--- src/logic/ifel_cfg.svh ---
/*
 Holds offsets, field positions, reset values and widths for the
 interrupt flag and enable block. Assumes inclusion by bare name.
*/
`ifndef IFEL_CFG_SVH
`define IFEL_CFG_SVH
// ****************************************
// Register offsets
// ****************************************
`define IFEL_FLAGS_OFFSET     12'h004
`define IFEL_MASK_OFFSET      12'h008
`define IFEL_LEVELS_OFFSET    12'h00c
`define IFEL_CTRL_OFFSET      12'h010
// ****************************************
// Field positions and reset values
// ****************************************
`define IFEL_EDGE_BIT         0
`define IFEL_CRC_BIT          1
`define IFEL_MASK_WMASK       24'h0001df
`define IFEL_MASK_RESET       24'h000000
`define IFEL_CTRL_RESET       32'h00000000
`define IFEL_CTRL_WMASK       32'h00000007
`define IFEL_CTRL_CRC_EN_BIT  0
`define IFEL_CTRL_RISE_BIT    1
`define IFEL_CTRL_FALL_BIT    2
`define IFEL_GPIO_WIDTH       6
`endif

--- src/logic/ifel_pkg.sv ---
/*
 Holds the types of the interrupt flag and enable block.
 Assumes nothing of its surroundings.
*/
package ifel_pkg;
	typedef enum logic [1:0] {
		IFEL_IDLE,
		IFEL_ACCESS
	} ifel_apb_state_type;
endpackage

--- src/logic/ifel_top.sv ---
/*
 Holds the interrupt flags, enable mask and APB slave.
 Assumes a synchronous APB master on pclk and asynchronous gpio pins.
*/
// The APB register port is this design's own decision.
//Contract
//- Checksum flag: set on mismatch, clear on read
//- Edge flag set on selected input edge
//- Edge flag read clear, levels untouched
//- Edge flag sets again after later edges
//- Mask bit zero blocks its flag
//- Mask bit one passes its flag
`timescale 1ns/1ps
`include "ifel_cfg.svh"
module ifel_top #(
	parameter int GPIO_W = `IFEL_GPIO_WIDTH
) (
	input  wire logic              pclk,
	input  wire logic              presetn,
	input  wire logic              psel,
	input  wire logic              penable,
	input  wire logic              pwrite,
	input  wire logic [11:0]       paddr,
	input  wire logic [31:0]       pwdata,
	input  wire logic [3:0]        pstrb,
	output logic      [31:0]       prdata,
	output logic                   pready,
	output logic                   pslverr,
	input  wire logic [GPIO_W-1:0] gpio_pins,
	input  wire logic [GPIO_W-1:0] gpio_is_input,
	input  wire logic              frame_done,
	input  wire logic              checksum_bad,
	input  wire logic [23:0]       ext_flags,
	output logic                   irq_n
);
	// ****************************************
	// Pin synchronisers and edge detection
	// ****************************************
	logic [GPIO_W-1:0] sync1_reg;
	logic [GPIO_W-1:0] sync2_reg;
	logic [GPIO_W-1:0] input_pin_levels_reg;
	logic [GPIO_W-1:0] edge_hit;
	logic [31:0]       ctrl_reg;
	logic [23:0]       interrupt_enable_mask_reg;
	logic              input_edge_flag_reg;
	logic              checksum_flag_reg;
	logic              levels_valid_reg;
	logic              rd_flags;
	logic              rd_levels;
	logic              wr_access;
	logic              edge_any;
	logic [23:0]       flags_view;
	ifel_pkg::ifel_apb_state_type state_reg;
	localparam logic [23:0] MASK_WMASK = `IFEL_MASK_WMASK;
	localparam logic [31:0] CTRL_WMASK = `IFEL_CTRL_WMASK;

	always_ff @(posedge pclk or negedge presetn) begin
		if (!presetn) begin
			sync1_reg <= '0;
			sync2_reg <= '0;
			input_pin_levels_reg <= '0;
			levels_valid_reg <= 1'b0;
		end else begin
			sync1_reg <= gpio_pins;
			sync2_reg <= sync1_reg;
			input_pin_levels_reg <= sync2_reg;
			levels_valid_reg <= 1'b1;
		end
	end

	always_comb begin
		edge_hit = '0;
		if (levels_valid_reg) begin
			edge_hit = gpio_is_input & (
				({GPIO_W{ctrl_reg[`IFEL_CTRL_RISE_BIT]}} &
				 sync2_reg & ~input_pin_levels_reg) |
				({GPIO_W{ctrl_reg[`IFEL_CTRL_FALL_BIT]}} &
				 ~sync2_reg & input_pin_levels_reg));
		end
	end
	assign edge_any = |edge_hit;

	// ****************************************
	// APB slave
	// ****************************************
	function automatic logic hit(input logic [11:0] a, input logic [11:0] o);
		hit = (a[11:2] == o[11:2]);
	endfunction

	assign pready = (state_reg == ifel_pkg::IFEL_ACCESS);
	assign rd_flags = pready && !pwrite && hit(paddr, `IFEL_FLAGS_OFFSET);
	assign rd_levels = pready && !pwrite && hit(paddr, `IFEL_LEVELS_OFFSET);
	assign wr_access = pready && pwrite;

	always_ff @(posedge pclk or negedge presetn) begin
		if (!presetn) begin
			state_reg <= ifel_pkg::IFEL_IDLE;
		end else begin
			case (state_reg)
				ifel_pkg::IFEL_IDLE: begin
					if (psel && !penable) begin
						state_reg <= ifel_pkg::IFEL_ACCESS;
					end
				end
				ifel_pkg::IFEL_ACCESS: begin
					state_reg <= ifel_pkg::IFEL_IDLE;
				end
				default: begin
					state_reg <= ifel_pkg::IFEL_IDLE;
				end
			endcase
		end
	end

	always_comb begin
		flags_view = ext_flags;
		flags_view[`IFEL_EDGE_BIT] = input_edge_flag_reg;
		flags_view[`IFEL_CRC_BIT] = checksum_flag_reg;
	end

	always_ff @(posedge pclk or negedge presetn) begin
		if (!presetn) begin
			prdata <= 32'h00000000;
			pslverr <= 1'b0;
		end else if (psel && !penable) begin
			pslverr <= !(hit(paddr, `IFEL_FLAGS_OFFSET) ||
				hit(paddr, `IFEL_MASK_OFFSET) ||
				hit(paddr, `IFEL_LEVELS_OFFSET) ||
				hit(paddr, `IFEL_CTRL_OFFSET)) ||
				(pwrite && (hit(paddr, `IFEL_FLAGS_OFFSET) ||
				hit(paddr, `IFEL_LEVELS_OFFSET)));
			if (!pwrite) begin
				if (hit(paddr, `IFEL_FLAGS_OFFSET)) begin
					prdata <= {8'h00, flags_view};
				end else if (hit(paddr, `IFEL_MASK_OFFSET)) begin
					prdata <= {8'h00, interrupt_enable_mask_reg};
				end else if (hit(paddr, `IFEL_LEVELS_OFFSET)) begin
					prdata <= {{(32-GPIO_W){1'b0}},
						input_pin_levels_reg & gpio_is_input};
				end else if (hit(paddr, `IFEL_CTRL_OFFSET)) begin
					prdata <= ctrl_reg;
				end else begin
					prdata <= 32'h00000000;
				end
			end else begin
				prdata <= 32'h00000000;
			end
		end
	end

	// ****************************************
	// Writable registers
	// ****************************************
	always_ff @(posedge pclk or negedge presetn) begin
		if (!presetn) begin
			interrupt_enable_mask_reg <= `IFEL_MASK_RESET;
		end else if (wr_access && hit(paddr, `IFEL_MASK_OFFSET)) begin
			for (int b = 0; b < 3; b++) begin
				if (pstrb[b]) begin
					interrupt_enable_mask_reg[b*8 +: 8] <=
						pwdata[b*8 +: 8] & MASK_WMASK[b*8 +: 8];
				end
			end
		end
	end

	always_ff @(posedge pclk or negedge presetn) begin
		if (!presetn) begin
			ctrl_reg <= `IFEL_CTRL_RESET;
		end else if (wr_access && hit(paddr, `IFEL_CTRL_OFFSET)) begin
			for (int b = 0; b < 4; b++) begin
				if (pstrb[b]) begin
					ctrl_reg[b*8 +: 8] <=
						pwdata[b*8 +: 8] & CTRL_WMASK[b*8 +: 8];
				end
			end
		end
	end

	// ****************************************
	// Event flags
	// ****************************************
	always_ff @(posedge pclk or negedge presetn) begin
		if (!presetn) begin
			input_edge_flag_reg <= 1'b0;
		end else if (edge_any) begin
			input_edge_flag_reg <= 1'b1;
		end else if (rd_flags && prdata[`IFEL_EDGE_BIT]) begin
			input_edge_flag_reg <= 1'b0;
		end
	end

	always_ff @(posedge pclk or negedge presetn) begin
		if (!presetn) begin
			checksum_flag_reg <= 1'b0;
		end else if (frame_done && checksum_bad &&
			ctrl_reg[`IFEL_CTRL_CRC_EN_BIT]) begin
			checksum_flag_reg <= 1'b1;
		end else if (rd_flags && prdata[`IFEL_CRC_BIT]) begin
			checksum_flag_reg <= 1'b0;
		end
	end

	// ****************************************
	// Interrupt output
	// ****************************************
	always_ff @(posedge pclk or negedge presetn) begin
		if (!presetn) begin
			irq_n <= 1'b1;
		end else begin
			irq_n <= ~|(flags_view & interrupt_enable_mask_reg);
		end
	end

	// ****************************************
	// Assertions
	// ****************************************
	property p_crc_set;
		@(posedge pclk) disable iff (!presetn)
		frame_done && checksum_bad && ctrl_reg[`IFEL_CTRL_CRC_EN_BIT]
		|=> checksum_flag_reg;
	endproperty
	a_crc_set: assert property (p_crc_set) else $error("crc flag not set");

	property p_crc_off;
		@(posedge pclk) disable iff (!presetn)
		!ctrl_reg[`IFEL_CTRL_CRC_EN_BIT] && !checksum_flag_reg
		|=> !checksum_flag_reg;
	endproperty
	a_crc_off: assert property (p_crc_off) else $error("crc flag while off");

	property p_edge_set;
		@(posedge pclk) disable iff (!presetn)
		edge_any |=> input_edge_flag_reg;
	endproperty
	a_edge_set: assert property (p_edge_set) else $error("edge flag missed");

	property p_edge_clear;
		@(posedge pclk) disable iff (!presetn)
		rd_flags && prdata[`IFEL_EDGE_BIT] && !edge_any
		|=> !input_edge_flag_reg &&
			input_pin_levels_reg == $past(sync2_reg);
	endproperty
	a_edge_clear: assert property (p_edge_clear) else $error("bad clear");

	property p_edge_reset;
		@(posedge pclk) disable iff (!presetn)
		rd_levels ##1 edge_any |=> input_edge_flag_reg;
	endproperty
	a_edge_reset: assert property (p_edge_reset) else $error("no reassert");

	property p_masked;
		@(posedge pclk) disable iff (!presetn)
		(flags_view & interrupt_enable_mask_reg) == 24'h000000 |=> irq_n;
	endproperty
	a_masked: assert property (p_masked) else $error("masked irq active");

	property p_enabled;
		@(posedge pclk) disable iff (!presetn)
		(flags_view & interrupt_enable_mask_reg) != 24'h000000 |=> !irq_n;
	endproperty
	a_enabled: assert property (p_enabled) else $error("irq not driven");

	property p_release;
		@(posedge pclk) disable iff (!presetn)
		!irq_n && $fell(|(flags_view & interrupt_enable_mask_reg))
		|=> irq_n;
	endproperty
	a_release: assert property (p_release) else $error("irq not released");
endmodule

--- config.mk ---
export PLATFORM = sky130hd
export DESIGN_NAME = ifel_top
export DESIGN_NICKNAME = d
export VERILOG_FILES = /design/src/logic/ifel_pkg.sv /design/src/logic/ifel_top.sv
export VERILOG_INCLUDE_DIRS = /design/src /design/src/logic
export SDC_FILE = /design/constraint.sdc
export NUM_CORES = 1
export LEC_CHECK = 0
export ABC_AREA = 1
export ABC_CLOCK_PERIOD_IN_PS = 1700
export BUFFER_PORTS_ARGS = -buffer_cell sky130_fd_sc_hd__clkbuf_2
export CAP_MARGIN = 20
export CORE_UTILIZATION = 50
export CTS_CLUSTER_DIAMETER = 100
export DETAILED_ROUTE_END_ITERATION = 6
export PLACE_DENSITY = 0.84
export REMOVE_ABC_BUFFERS = 1
export SYNTH_ARGS = -nofsm -noshare
export SYNTH_HDL_FRONTEND = slang
export SYNTH_SLANG_ARGS = --single-unit
--- constraint.sdc ---
create_clock -name pclk -period 1.7 [get_ports pclk]
set_input_delay 0.17 -clock pclk [delete_from_list [all_inputs] [get_ports pclk]]
set_output_delay 0.17 -clock pclk [all_outputs]
set_load 0.1 [all_outputs]
Yosys cells after proc, flatten, opt, wreduce, memory -nomap -nowiden
Index checks and enable logic that the tools add are counted.
{"block": "op_classes", "eq_ne": 6, "mux": 12, "bitwise": 10, "n_reduce_logical": 28}
{"op": "bitwise AND 6 bit", "count": 6}
{"op": "2-to-1 mux 32 bit", "count": 1}
{"op": "bitwise AND 24 x 9 -> 24 bit", "count": 1}
{"op": "2-to-1 mux 24 bit", "count": 1}
{"op": "OR reduction 24 bit", "count": 1}
{"op": "equality test 10 x 2 -> 1 bit, second input constant", "count": 2}
{"op": "2-to-1 mux 6 bit", "count": 2}
{"op": "NOT 6 bit", "count": 2}
{"op": "logical AND 1 bit", "count": 11}
{"op": "equality test 10 x 1 -> 1 bit, second input constant", "count": 1}
{"op": "equality test 10 x 3 -> 1 bit, second input constant", "count": 1}
{"op": "2-to-1 mux 9 bit", "count": 1}
{"op": "OR 6 bit", "count": 1}
{"op": "AND reduction 2 bit", "count": 3}
{"op": "OR reduction 6 bit", "count": 1}
{"op": "logical OR 1 bit", "count": 5}
{"op": "zero test 1 bit", "count": 4}
{"op": "2-to-1 mux 1 bit", "count": 4}
{"op": "2-to-1 mux 2 bit", "count": 2}
{"op": "nonzero test 2 bit", "count": 2}
{"op": "2-to-1 mux 3 bit", "count": 1}
{"op": "equality test 2 x 1 -> 1 bit, second input constant", "count": 1}
{"op": "zero test 2 bit", "count": 1}
{"op": "!= test 2 bit, second input constant", "count": 1}
{"block": "word_totals", "ff_bits": 68, "in_bits": 91, "elab_cells": 69}

Depth between registers and ports, before layout
Gate-level depths: netlist of run 1.
{"block": "depth", "word_depth": 8, "ltp_mapped": 9, "mapped_depth_nobuf": 9}

Least setup slack after synthesis of run 1
OpenSTA, ideal clock, no wires.
{"block": "synth_path", "kind": "reg-to-reg", "start": "register state_reg[0]", "end": "register ctrl_reg[0]", "arrival_ps": 1696, "slack_ps": -123, "path_stages_with_launch": 6, "path_buffers": 0, "period_less_slack_ps": 1823, "path_cell_list": "dfrtp_1 -> nand2_1 -> inv_1 -> nand4_1 -> nand2_1 -> o21ai_0"}
{"block": "synth_via", "elab_chain_cells": 4}
{"element": "start: declaration", "line_no": "ifel_top.sv:53", "text": "ifel_pkg::ifel_apb_state_type state_reg;"}
{"element": "start signal: assignment", "line_no": "ifel_top.sv:97", "text": "state_reg <= ifel_pkg::IFEL_IDLE;"}
{"element": "start signal: assignment", "line_no": "ifel_top.sv:102", "text": "state_reg <= ifel_pkg::IFEL_ACCESS;"}
{"element": "start signal: assignment", "line_no": "ifel_top.sv:106", "text": "state_reg <= ifel_pkg::IFEL_IDLE;"}
{"element": "equality test 2 x 1 -> 1 bit", "line_no": "ifel_top.sv:90", "text": "assign pready = (state_reg == ifel_pkg::IFEL_ACCESS);"}
{"element": "logical AND 1 bit", "line_no": "ifel_top.sv:93", "text": "assign wr_access = pready && pwrite;"}
{"element": "logical AND 1 bit", "line_no": "ifel_top.sv:170", "text": "end else if (wr_access && hit(paddr, `IFEL_CTRL_OFFSET)) begin"}
{"element": "AND reduction 2 bit (no line)"}
{"element": "end signal: assignment", "line_no": "ifel_top.sv:169", "text": "ctrl_reg <= `IFEL_CTRL_RESET;"}
{"element": "end signal: indexed assignment", "line_no": "ifel_top.sv:173", "text": "ctrl_reg[b*8 +: 8] <="}
{"element": "end: declaration", "line_no": "ifel_top.sv:43", "text": "logic [31:0] ctrl_reg;"}
No other way between the ends.
A chain may end at the register's enable or synchronous reset.

Worst setup path after layout of run 1
{"block": "layout_path", "start": "register irq_n", "end": "output port irq_n"}
{"element": "start: declaration", "line_no": "ifel_top.sv:34", "text": "output logic irq_n"}
{"element": "start signal: assignment", "line_no": "ifel_top.sv:211", "text": "irq_n <= ~|(flags_view & interrupt_enable_mask_reg);"}
No word-level cell between the ends.

==> impl_metrics.env, run 1 <==
export IMPL_avgSynthCellArea_sq_um=8.28
export IMPL_hold_buffers=7
export IMPL_syn_inst=327
export IMPL_overflow=0
export IMPL_dpl_cell_count=479
export IMPL_coreArea_sq_um=5170
export IMPL_h_tree_depth=3
export IMPL_rsz0062_at_grt="false"
export IMPL_crit_path_start_kind="flip-flop"
export IMPL_cts_tree="built"
export IMPL_reg2reg_depth=4
export IMPL_largest_reg_flops=24
export IMPL_finalHoldViolCount=0
export IMPL_synth_area_sq_um=2710
export IMPL_arrival_ps=1300
export IMPL_holdPathStages=3
export IMPL_postCtsSetupRepairBufs=0
export IMPL_antenna_found_initial=0
export IMPL_fin_hold_ws_ps=37.1
export IMPL_drive_above_1_share_pct=28.0
export IMPL_synth_seq_cells=59
export IMPL_diodes=0
export IMPL_r2r_end="ctrl_reg[1]"
export IMPL_grt_pass1_wl_um=10000
export IMPL_max_slew_margin_rel_pct=62.9
export IMPL_portBuffers=87
export IMPL_vias_per_cell=4.91
export IMPL_via_count=2463
export IMPL_final_nets=518
export IMPL_cts_sinks=59
export IMPL_dp_slack_ps=297
export IMPL_finalMaxSlewViolations=0
export IMPL_report_final_setup_viol=0
export IMPL_cp_max_fo=1
export IMPL_postRouteAntennaNets=0
export IMPL_ys_seq_area_share_pct=54.6
export IMPL_cp_slowest_stage_delay_ps=510
export IMPL_endpoint_kind="output pin"
export IMPL_path_clk_slew_ps=70
export IMPL_skew_ps=6.59
export IMPL_first_iter_violations=190
export IMPL_path_buf_inv=1
export IMPL_die_h_um=75.6
export IMPL_start_util_pct=52.3
export IMPL_leakagePower_nw=1.92
export IMPL_drc=0
export IMPL_grt_max_degree=60
export IMPL_worst_pin_slew_ps=559
export IMPL_status="completed"
export IMPL_ys_warn_count=0
export IMPL_post_drt_wl_per_cell_um=12.3
export IMPL_dpl_instance_area_sq_um=3200
export IMPL_criticalPathCategory="flip-flop to output pin"
export IMPL_r2r_start="state_reg[0]"
export IMPL_p_total_mw=3.16
export IMPL_worstHoldEndpoint="interrupt_enable_mask_reg[3]"
export IMPL_root_buffer="clkbuf_8"
export IMPL_crit_chain="clkbuf_2"
export IMPL_floorplan_die_area_sq_um=5710
export IMPL_dpl_hpwl_um=4500
export IMPL_syn_to_final_growth_pct=28.8
export IMPL_layout_setup_ws_ps=234
export IMPL_power_density_nw_per_um2=906
export IMPL_grt_pass1_vias=2321
export IMPL_worstHoldPathType="primary input to flip-flop"
export IMPL_wl_um=6190
export IMPL_first_pass_iters=4
export IMPL_r2r_slack_ps=450
export IMPL_fin_cells=502
export IMPL_synth_distinct_cells=23
export IMPL_finalInstanceArea_sq_um=3490
export IMPL_rows=26
export IMPL_place_congestion=0.896
export IMPL_numCtsBuffers=9
export IMPL_cp_slowest_cell="dfstp_2"
export IMPL_clk_latency_ps=340
export IMPL_ir_drop_mv=0.906
export IMPL_required_ps=1530
export IMPL_chipWidth_um=75.6
export IMPL_max_freq_ghz=0.682
export IMPL_period_share_pct=86.2
export IMPL_postCtsResizedCells=0
export IMPL_clk_path_buf_depth=2
export IMPL_critPathTopFamily="flip-flops"
export IMPL_cap_violations=0
export IMPL_ios=126
export IMPL_hp_start="pwdata[3]"
export IMPL_grtUsageTotal_pct=24.2
export IMPL_fin_crit_ps=1470
## placed cells by master (no fill, tap or decap), types with 3 or more instances in the layout
cell type / instances
clkbuf_2: 87
clkbuf_8: 9
clkinvlp_4: 3
conb_1: 9
dfrtp_1: 58
dlygate4sd3_1: 7
inv_1: 37
inv_2: 3
nand2_1: 105
nand2_2: 3
nand3_1: 22
nand3b_1: 5
nand4_1: 9
nor2_1: 21
nor2_4: 4
o21ai_0: 30
o21ai_1: 5
## cells by family (layout without fill, tap and decap cells)
group                  count (synthesis)  in the layout  share of synthesized area (%)
buffers and inverters                 55            153                           8.87
flip-flops                            59             59                           54.6
AO/OA/AOI/OAI                         37             37                           6.89
AND/OR/NAND/NOR                      174            174                           29.4
other                                  2              9                          0.277
## power breakdown
group / internal, mW / switching [mW] / total [mW]
logic: 0.0927 / 0.231 / 0.324
clock network: 0.818 / 0.569 / 1.39
registers: 1.43 / 0.0151 / 1.45
## routing by layer
layer  GRT usage (%)  wire, um  vias up
met1            28.2      2470     1124
met5               0         0        -
met4            8.44        92        0
li1                -         -     1211
met2            39.8      3140      115
met3            11.0       493       13
## cell type report
type / count / area [sq um]
clock inverter: 7 / 92.6
fill: 442 / 1680
timing repair buffer: 97 / 541
clock buffer: 9 / 124
sequential: 59 / 1480
tap: 70 / 87.6
inverter: 40 / 150
multi-input combinational: 220 / 1020
## cell usage after synthesis
cell type,n,share of area [%]
conb_1,2,0.28
buf_4,8,2.2
nand2_2,3,0.69
inv_2,3,0.42
a21oi_1,1,0.18
nand3_1,22,4.1
nand2_4,1,0.42
nand2_1,105,15
nor2_4,4,1.7
clkbuf_1,4,0.55
nand3b_1,5,1.4
nand4_1,9,2.1
nor2_1,21,2.9
inv_1,37,5.1
nor3_4,2,1.2
nor3_1,1,0.18
dfstp_2,1,0.97
o21ai_0,30,5.5
o22ai_1,1,0.23
o21ai_1,5,0.92
dfrtp_1,58,54
nor2_2,1,0.23
buf_2,3,0.55
## how the worst max path moves through the flow
stage | from | to | depth (start not counted)
finish | irq_n | irq_n | 1
CTS | irq_n | irq_n | 1
global placement | paddr[5] | interrupt_enable_mask_reg[0] | 8
floorplan | state_reg[0] | ctrl_reg[0] | 5
detailed placement | paddr[11] | prdata[6] | 10
global route | irq_n | irq_n | 1
## through the flow
| stage | util [%] | TNS, ps |
|---|---|---|
| finish | 67.4 | 0 |
| global route | 67.4 | 0 |
| CTS | 67.4 | 0 |
| detailed placement | 61.9 | 0 |
| global placement | 61.9 | 0 |
| floorplan | - | -886 |
No activity file was read; power rests on OpenSTA's default activity.
==> inputs of run 2 (changes only) <==
--- a/config.mk
+++ b/config.mk
@@ -8,7 +8,7 @@
 export LEC_CHECK = 0
 export ABC_AREA = 1
 export ABC_CLOCK_PERIOD_IN_PS = 1700
-export BUFFER_PORTS_ARGS = -buffer_cell sky130_fd_sc_hd__clkbuf_2
+export BUFFER_PORTS_ARGS = -buffer_cell sky130_fd_sc_hd__buf_4
 export CAP_MARGIN = 20
 export CORE_UTILIZATION = 50
 export CTS_CLUSTER_DIAMETER = 100
==> run 2 against run 1 <==
Count of clock-buffer cells in the layout grew 1. Largest cell class unchanged. Power fell by 4.6%. Routed wire length up 2.4%. Critical endpoint unchanged. Sequential power hardly changed. Non-clock buffer count shrank 1. Global-route usage decreased by 0.42 points. Register-to-register slack improved by 40 ps. Via count decreased by 2.2%. Final cell count shrank 0.40%. Setup slack better by 180 ps.
==> impl_metrics.env, run 2 (same netlist as run 1, synthesis figures left out) <==
export IMPL_diodes=0
export IMPL_largest_reg_flops=24
export IMPL_coreArea_sq_um=5170
export IMPL_root_buffer="clkbuf_8"
export IMPL_maxUsedRoutingLayer="met4"
export IMPL_finalHoldViolCount=0
export IMPL_start_util_pct=52.3
export IMPL_postRouteAntennaNets=0
export IMPL_postCtsSetupRepairBufs=0
export IMPL_place_congestion=0.841
export IMPL_fin_crit_ps=1290
export IMPL_crit_path_start_kind="flip-flop"
export IMPL_worstHoldEndpoint="interrupt_enable_mask_reg[4]"
export IMPL_drc=0
export IMPL_post_drt_wl_per_cell_um=12.7
export IMPL_dpl_instance_area_sq_um=3400
export IMPL_report_final_setup_viol=0
export IMPL_final_nets=517
export IMPL_period_share_pct=75.9
export IMPL_wl_met1_um=2610
export IMPL_reg2reg_depth=4
export IMPL_postCtsResizedCells=0
export IMPL_power_density_nw_per_um2=825
export IMPL_hp_start="pwdata[4]"
export IMPL_path_buf_inv=1
export IMPL_finalMaxSlewViolations=0
export IMPL_arrival_ps=1120
export IMPL_criticalPathCategory="flip-flop to output pin"
export IMPL_wl_met2_um=3120
export IMPL_clk_latency_ps=340
export IMPL_first_iter_violations=93
export IMPL_p_total_mw=3.01
export IMPL_vias_per_cell=4.82
export IMPL_skew_ps=4.42
export IMPL_crit_chain="buf_4"
export IMPL_rsz0062_at_grt="false"
export IMPL_cts_tree="built"
export IMPL_final_core_util_pct=70.6
export IMPL_grtUsageTotal_pct=23.8
export IMPL_mostFrequentLayoutCells="105 x nand2_1, 89 x buf_4, 58 x dfrtp_1"
export IMPL_r2r_end="interrupt_enable_mask_reg[1]"
export IMPL_cp_slowest_stage_delay_ps=510
export IMPL_required_ps=1530
export IMPL_die_h_um=75.6
export IMPL_first_pass_iters=4
export IMPL_drive_above_1_share_pct=27.4
export IMPL_critPathTopFamily="flip-flops"
export IMPL_rows=26
export IMPL_worst_pin_slew_ps=723
export IMPL_leakagePower_nw=1.96
export IMPL_ir_drop_mv=0.585
export IMPL_wl_met3_um=500
export IMPL_worstHoldPathType="primary input to flip-flop"
export IMPL_cp_slowest_cell="dfstp_2"
export IMPL_n_fill_cell=418
export IMPL_cp_max_fo=1
export IMPL_antenna_found_initial=0
export IMPL_wl_um=6330
export IMPL_clk_path_buf_depth=2
export IMPL_cap_violations=0
export IMPL_setup_tns_final_ps=0
export IMPL_max_slew_margin_rel_pct=51.8
export IMPL_grt_pass1_vias=2203
export IMPL_numCtsBuffers=9
export IMPL_overflow=0
export IMPL_finalInstanceArea_sq_um=3650
export IMPL_r2r_slack_ps=490
export IMPL_cts_sinks=59
export IMPL_path_clk_slew_ps=60
export IMPL_chipWidth_um=75.6
export IMPL_r2r_start="state_reg[0]"
export IMPL_floorplan_die_area_sq_um=5710
export IMPL_h_tree_depth=3
export IMPL_ios=126
export IMPL_portBuffers=87
export IMPL_holdPathStages=3
export IMPL_grt_max_degree=60
export IMPL_final_common_cell="nand2_1"
export IMPL_endpoint_kind="output pin"
export IMPL_hold_buffers=7
export IMPL_grt_pass1_wl_um=9770
export IMPL_dpl_hpwl_um=4510
export IMPL_status="completed"
export IMPL_max_freq_ghz=0.775
export IMPL_via_count=2410
export IMPL_syn_to_final_growth_pct=34.9
==> run 2: cell types whose count changed in the layout (fill, tap and decap cells not counted), sizes merged <==
| cell | change |
|---|---|
| buf | +86 |
| clkbuf | -86 |
| bufinv | -1 |
| clkinvlp | -1 |
==> run 2: cell type report <==
| cell class | instances | area [sq um] | area share, % |
|---|---|---|---|
| flip-flops and latches | 59 | 1480 | 40.5 |
| well taps | 70 | 87.6 | 2.40 |
| clock buffers | 10 | 128 | 3.49 |
| multi-input cells | 220 | 1020 | 27.8 |
| inverters | 40 | 150 | 4.11 |
| repair buffers | 96 | 738 | 20.2 |
| clock inverters | 5 | 55.1 | 1.51 |
==> run 2: how the worst max path moves through the flow <==
| stage | start | end | slack [ps] | cells past startpoint |
|---|---|---|---|---|
| 6_report | irq_n | irq_n | 410 | 1 |
| 2_1_floorplan | state_reg[0] | ctrl_reg[0] | -120 | 5 |
| 5_1_grt | state_reg[0] | ctrl_reg[0] | 290 | 4 |
| 4_1_cts | irq_n | irq_n | 390 | 1 |
| 3_3_place_gp | paddr[5] | interrupt_enable_mask_reg[1] | 330 | 7 |
| 3_5_place_dp | paddr[7] | prdata[6] | 280 | 10 |
==> run 2: where the power goes <==
group,switching (mW),internal [mW]
clock network,0.541,0.663
logic,0.231,0.129
registers,0.0154,1.43
total,0.788,2.23
==> run 2: stage by stage <==
step	setup slack, ps	hold slack, ps	cells
final	410	48.9	500
after global routing	291	46.9	500
after CTS	391	37.5	500
after detailed placement	281	279	478
after global placement	328	273	478
after floorplan	-123	-126	319
==> run 2: layer usage <==
metal / vias to the layer above / GRT usage, %
met5: - / 0
met3: 14 / 9.13
li1: 1208 / -
met1: 1089 / 28.6
met2: 99 / 38.5
met4: 0 / 9.88
==> inputs of run 3 (changes only) <==
--- a/config.mk
+++ b/config.mk
@@ -7,13 +7,13 @@
 export NUM_CORES = 1
 export LEC_CHECK = 0
 export ABC_AREA = 1
-export ABC_CLOCK_PERIOD_IN_PS = 1700
+export ABC_CLOCK_PERIOD_IN_PS = 1300
 export BUFFER_PORTS_ARGS = -buffer_cell sky130_fd_sc_hd__buf_4
 export CAP_MARGIN = 20
-export CORE_UTILIZATION = 50
+export CORE_UTILIZATION = 46
 export CTS_CLUSTER_DIAMETER = 100
 export DETAILED_ROUTE_END_ITERATION = 6
-export PLACE_DENSITY = 0.84
+export PLACE_DENSITY = 0.78
 export REMOVE_ABC_BUFFERS = 1
 export SYNTH_ARGS = -nofsm -noshare
 export SYNTH_HDL_FRONTEND = slang
==> constraint.sdc (replaced) <==
create_clock -name pclk -period 1.3 [get_ports pclk]
set_input_delay 0.13 -clock pclk [delete_from_list [all_inputs] [get_ports pclk]]
set_output_delay 0.13 -clock pclk [all_outputs]
set_load 0.1 [all_outputs]
==> run 3 against run 2 <==
Flip-flop and latch count unchanged. Clock skew increased by 8.9 ps. Via count increased by 3.8%. Design area increased by 2.0%. Register-to-register slack got worse by 340 ps. First-iteration DRC count increased by 82%. Combinational power increased by 36%. Sequential share of layout area decreased by 0.79 points. Largest cell class unchanged. Highest routed layer unchanged.
==> impl_metrics.env, run 3 (same netlist as run 1, synthesis figures left out) <==
export IMPL_status="completed"
export IMPL_vias_per_cell=4.89
export IMPL_numCtsBuffers=9
export IMPL_p_int_mw=2.78
export IMPL_drive_above_1_share_pct=28.9
export IMPL_mostFrequentLayoutCells="104 x nand2_1, 97 x buf_4, 58 x dfrtp_1"
export IMPL_ios=126
export IMPL_portBuffers=87
export IMPL_die_h_um=78.7
export IMPL_start_util_pct=48.6
export IMPL_overflow=0
export IMPL_h_tree_depth=3
export IMPL_endpoint_kind="output pin"
export IMPL_rows=27
export IMPL_root_buffer="clkbuf_8"
export IMPL_cts_tree="built"
export IMPL_dp_slack_ps=21.4
export IMPL_skew_ps=13.4
export IMPL_grt_pass1_vias=2463
export IMPL_chipWidth_um=78.7
export IMPL_criticalPathCategory="flip-flop to output pin"
export IMPL_ir_drop_mv=0.789
export IMPL_crit_path_start_kind="flip-flop"
export IMPL_finalMaxSlewViolations=0
export IMPL_diodes=0
export IMPL_power_frac_comb_pct=12.8
export IMPL_first_iter_violations=169
export IMPL_worstHoldPathType="primary input to flip-flop"
export IMPL_final_nets=527
export IMPL_power_density_nw_per_um2=1020
export IMPL_path_buf_inv=1
export IMPL_required_ps=1170
export IMPL_dpl_cell_count=489
export IMPL_coreArea_sq_um=5570
export IMPL_cts_sinks=59
export IMPL_grt_pass1_wl_um=11100
export IMPL_clockPowerShare_pct=37.3
export IMPL_post_drt_wl_per_cell_um=13.0
export IMPL_layout_setup_ws_ps=48.6
export IMPL_fin_cells=512
export IMPL_final_common_cell="nand2_1"
export IMPL_grt_max_degree=34
export IMPL_largest_reg_flops=24
export IMPL_dpl_hpwl_um=4810
export IMPL_max_freq_ghz=0.799
export IMPL_report_final_setup_viol=0
export IMPL_postRouteAntennaNets=0
export IMPL_cp_slowest_cell="dfstp_2"
export IMPL_final_core_util_pct=66.8
export IMPL_clk_latency_ps=340
export IMPL_rsz0062_at_grt="false"
export IMPL_arrival_ps=1120
export IMPL_hp_start="pwdata[4]"
export IMPL_clk_path_buf_depth=2
export IMPL_cp_slowest_stage_delay_ps=510
export IMPL_fin_crit_ps=1250
export IMPL_floorplan_die_area_sq_um=6200
export IMPL_cp_max_fo=1
export IMPL_first_pass_iters=4
export IMPL_antenna_found_initial=0
export IMPL_r2r_start="state_reg[0]"
export IMPL_finalHoldViolCount=0
export IMPL_cap_violations=0
export IMPL_syn_to_final_growth_pct=37.6
export IMPL_wl_um=6630
export IMPL_grtUsageTotal_pct=23.6
export IMPL_critPathTopFamily="flip-flops"
export IMPL_period_share_pct=96.3
export IMPL_crit_chain="buf_4"
export IMPL_critPathLaunch="irq_n"
export IMPL_p_switching_mw=1.02
export IMPL_p_sw_share_pct=26.9
export IMPL_via_count=2502
export IMPL_place_congestion=0.857
export IMPL_seqPwrFrac_pct=49.8
export IMPL_postCtsSetupRepairBufs=0
export IMPL_path_clk_slew_ps=60
export IMPL_leakagePower_nw=2.01
export IMPL_drc=0
## run 3: worst min-delay path: stages
cell     delay [ps]
buf_4            80
nand2_1          40
o21ai_1          60
## run 3: worst paths after layout
kind                            cells past startpoint  slack (ps)                            to
worst max-delay path                                1          50                         irq_n
worst min-delay path                                3          20  interrupt_enable_mask_reg[4]
worst max register to register                      4         150  interrupt_enable_mask_reg[7]
worst min register to register                      0         350                  sync2_reg[4]
max in group asynchronous                           3         550       input_pin_levels_reg[4]
min in group asynchronous                           2         250  interrupt_enable_mask_reg[3]
## run 3: power groups by stage
| stage | registers (mW) | logic [mW] | clock network [mW] |
|---|---|---|---|
| floorplan | 1.97 | 0.188 | 0 |
| global placement | 1.93 | 0.466 | 0 |
| detailed placement | 1.93 | 0.470 | 0 |
| CTS | 1.90 | 0.490 | 1.44 |
| global route | 1.90 | 0.529 | 1.52 |
| finish | 1.90 | 0.489 | 1.42 |
## run 3: layer usage
metal	global-route usage (%)	routed length (um)	vias to the layer above	share of wire, %
li1	-	-	1228	-
met1	28.7	2790	1166	42
met2	39.8	3270	91	49
met3	6.90	446	17	6.7
met4	7.96	124	0	1.9
met5	0	0	-	0
## run 3: area by class of cell
| type | instances | area (sq um) |
|---|---|---|
| Clock buffer | 12 | 145 |
| Clock inverter | 3 | 15.0 |
| Fill cell | 501 | 1850 |
| Inverter | 40 | 150 |
| Multi-Input combinational cell | 220 | 1020 |
| Sequential cell | 59 | 1480 |
| Tap cell | 72 | 90.1 |
| Timing Repair Buffer | 106 | 828 |
## run 3: repair_timing
item | 4_1_cts | 5_1_grt
endpoints found under the hold margin | 32 | 0
resized for setup | 0 | 1
setup endpoints to repair | 0 | 4
hold buffers | 8 | 0
## run 3: through the flow
step	instance area (sq um)	hold slack, ps	total power [mW]	setup TNS (ps)
2_1_floorplan	2640	-166	2.16	-5640
3_3_place_gp	3480	72.6	2.39	0
3_5_place_dp	3480	71.0	2.40	0
4_1_cts	3720	12.8	3.83	0
5_1_grt	3720	30.2	3.95	0
6_report	3720	20.0	3.80	0
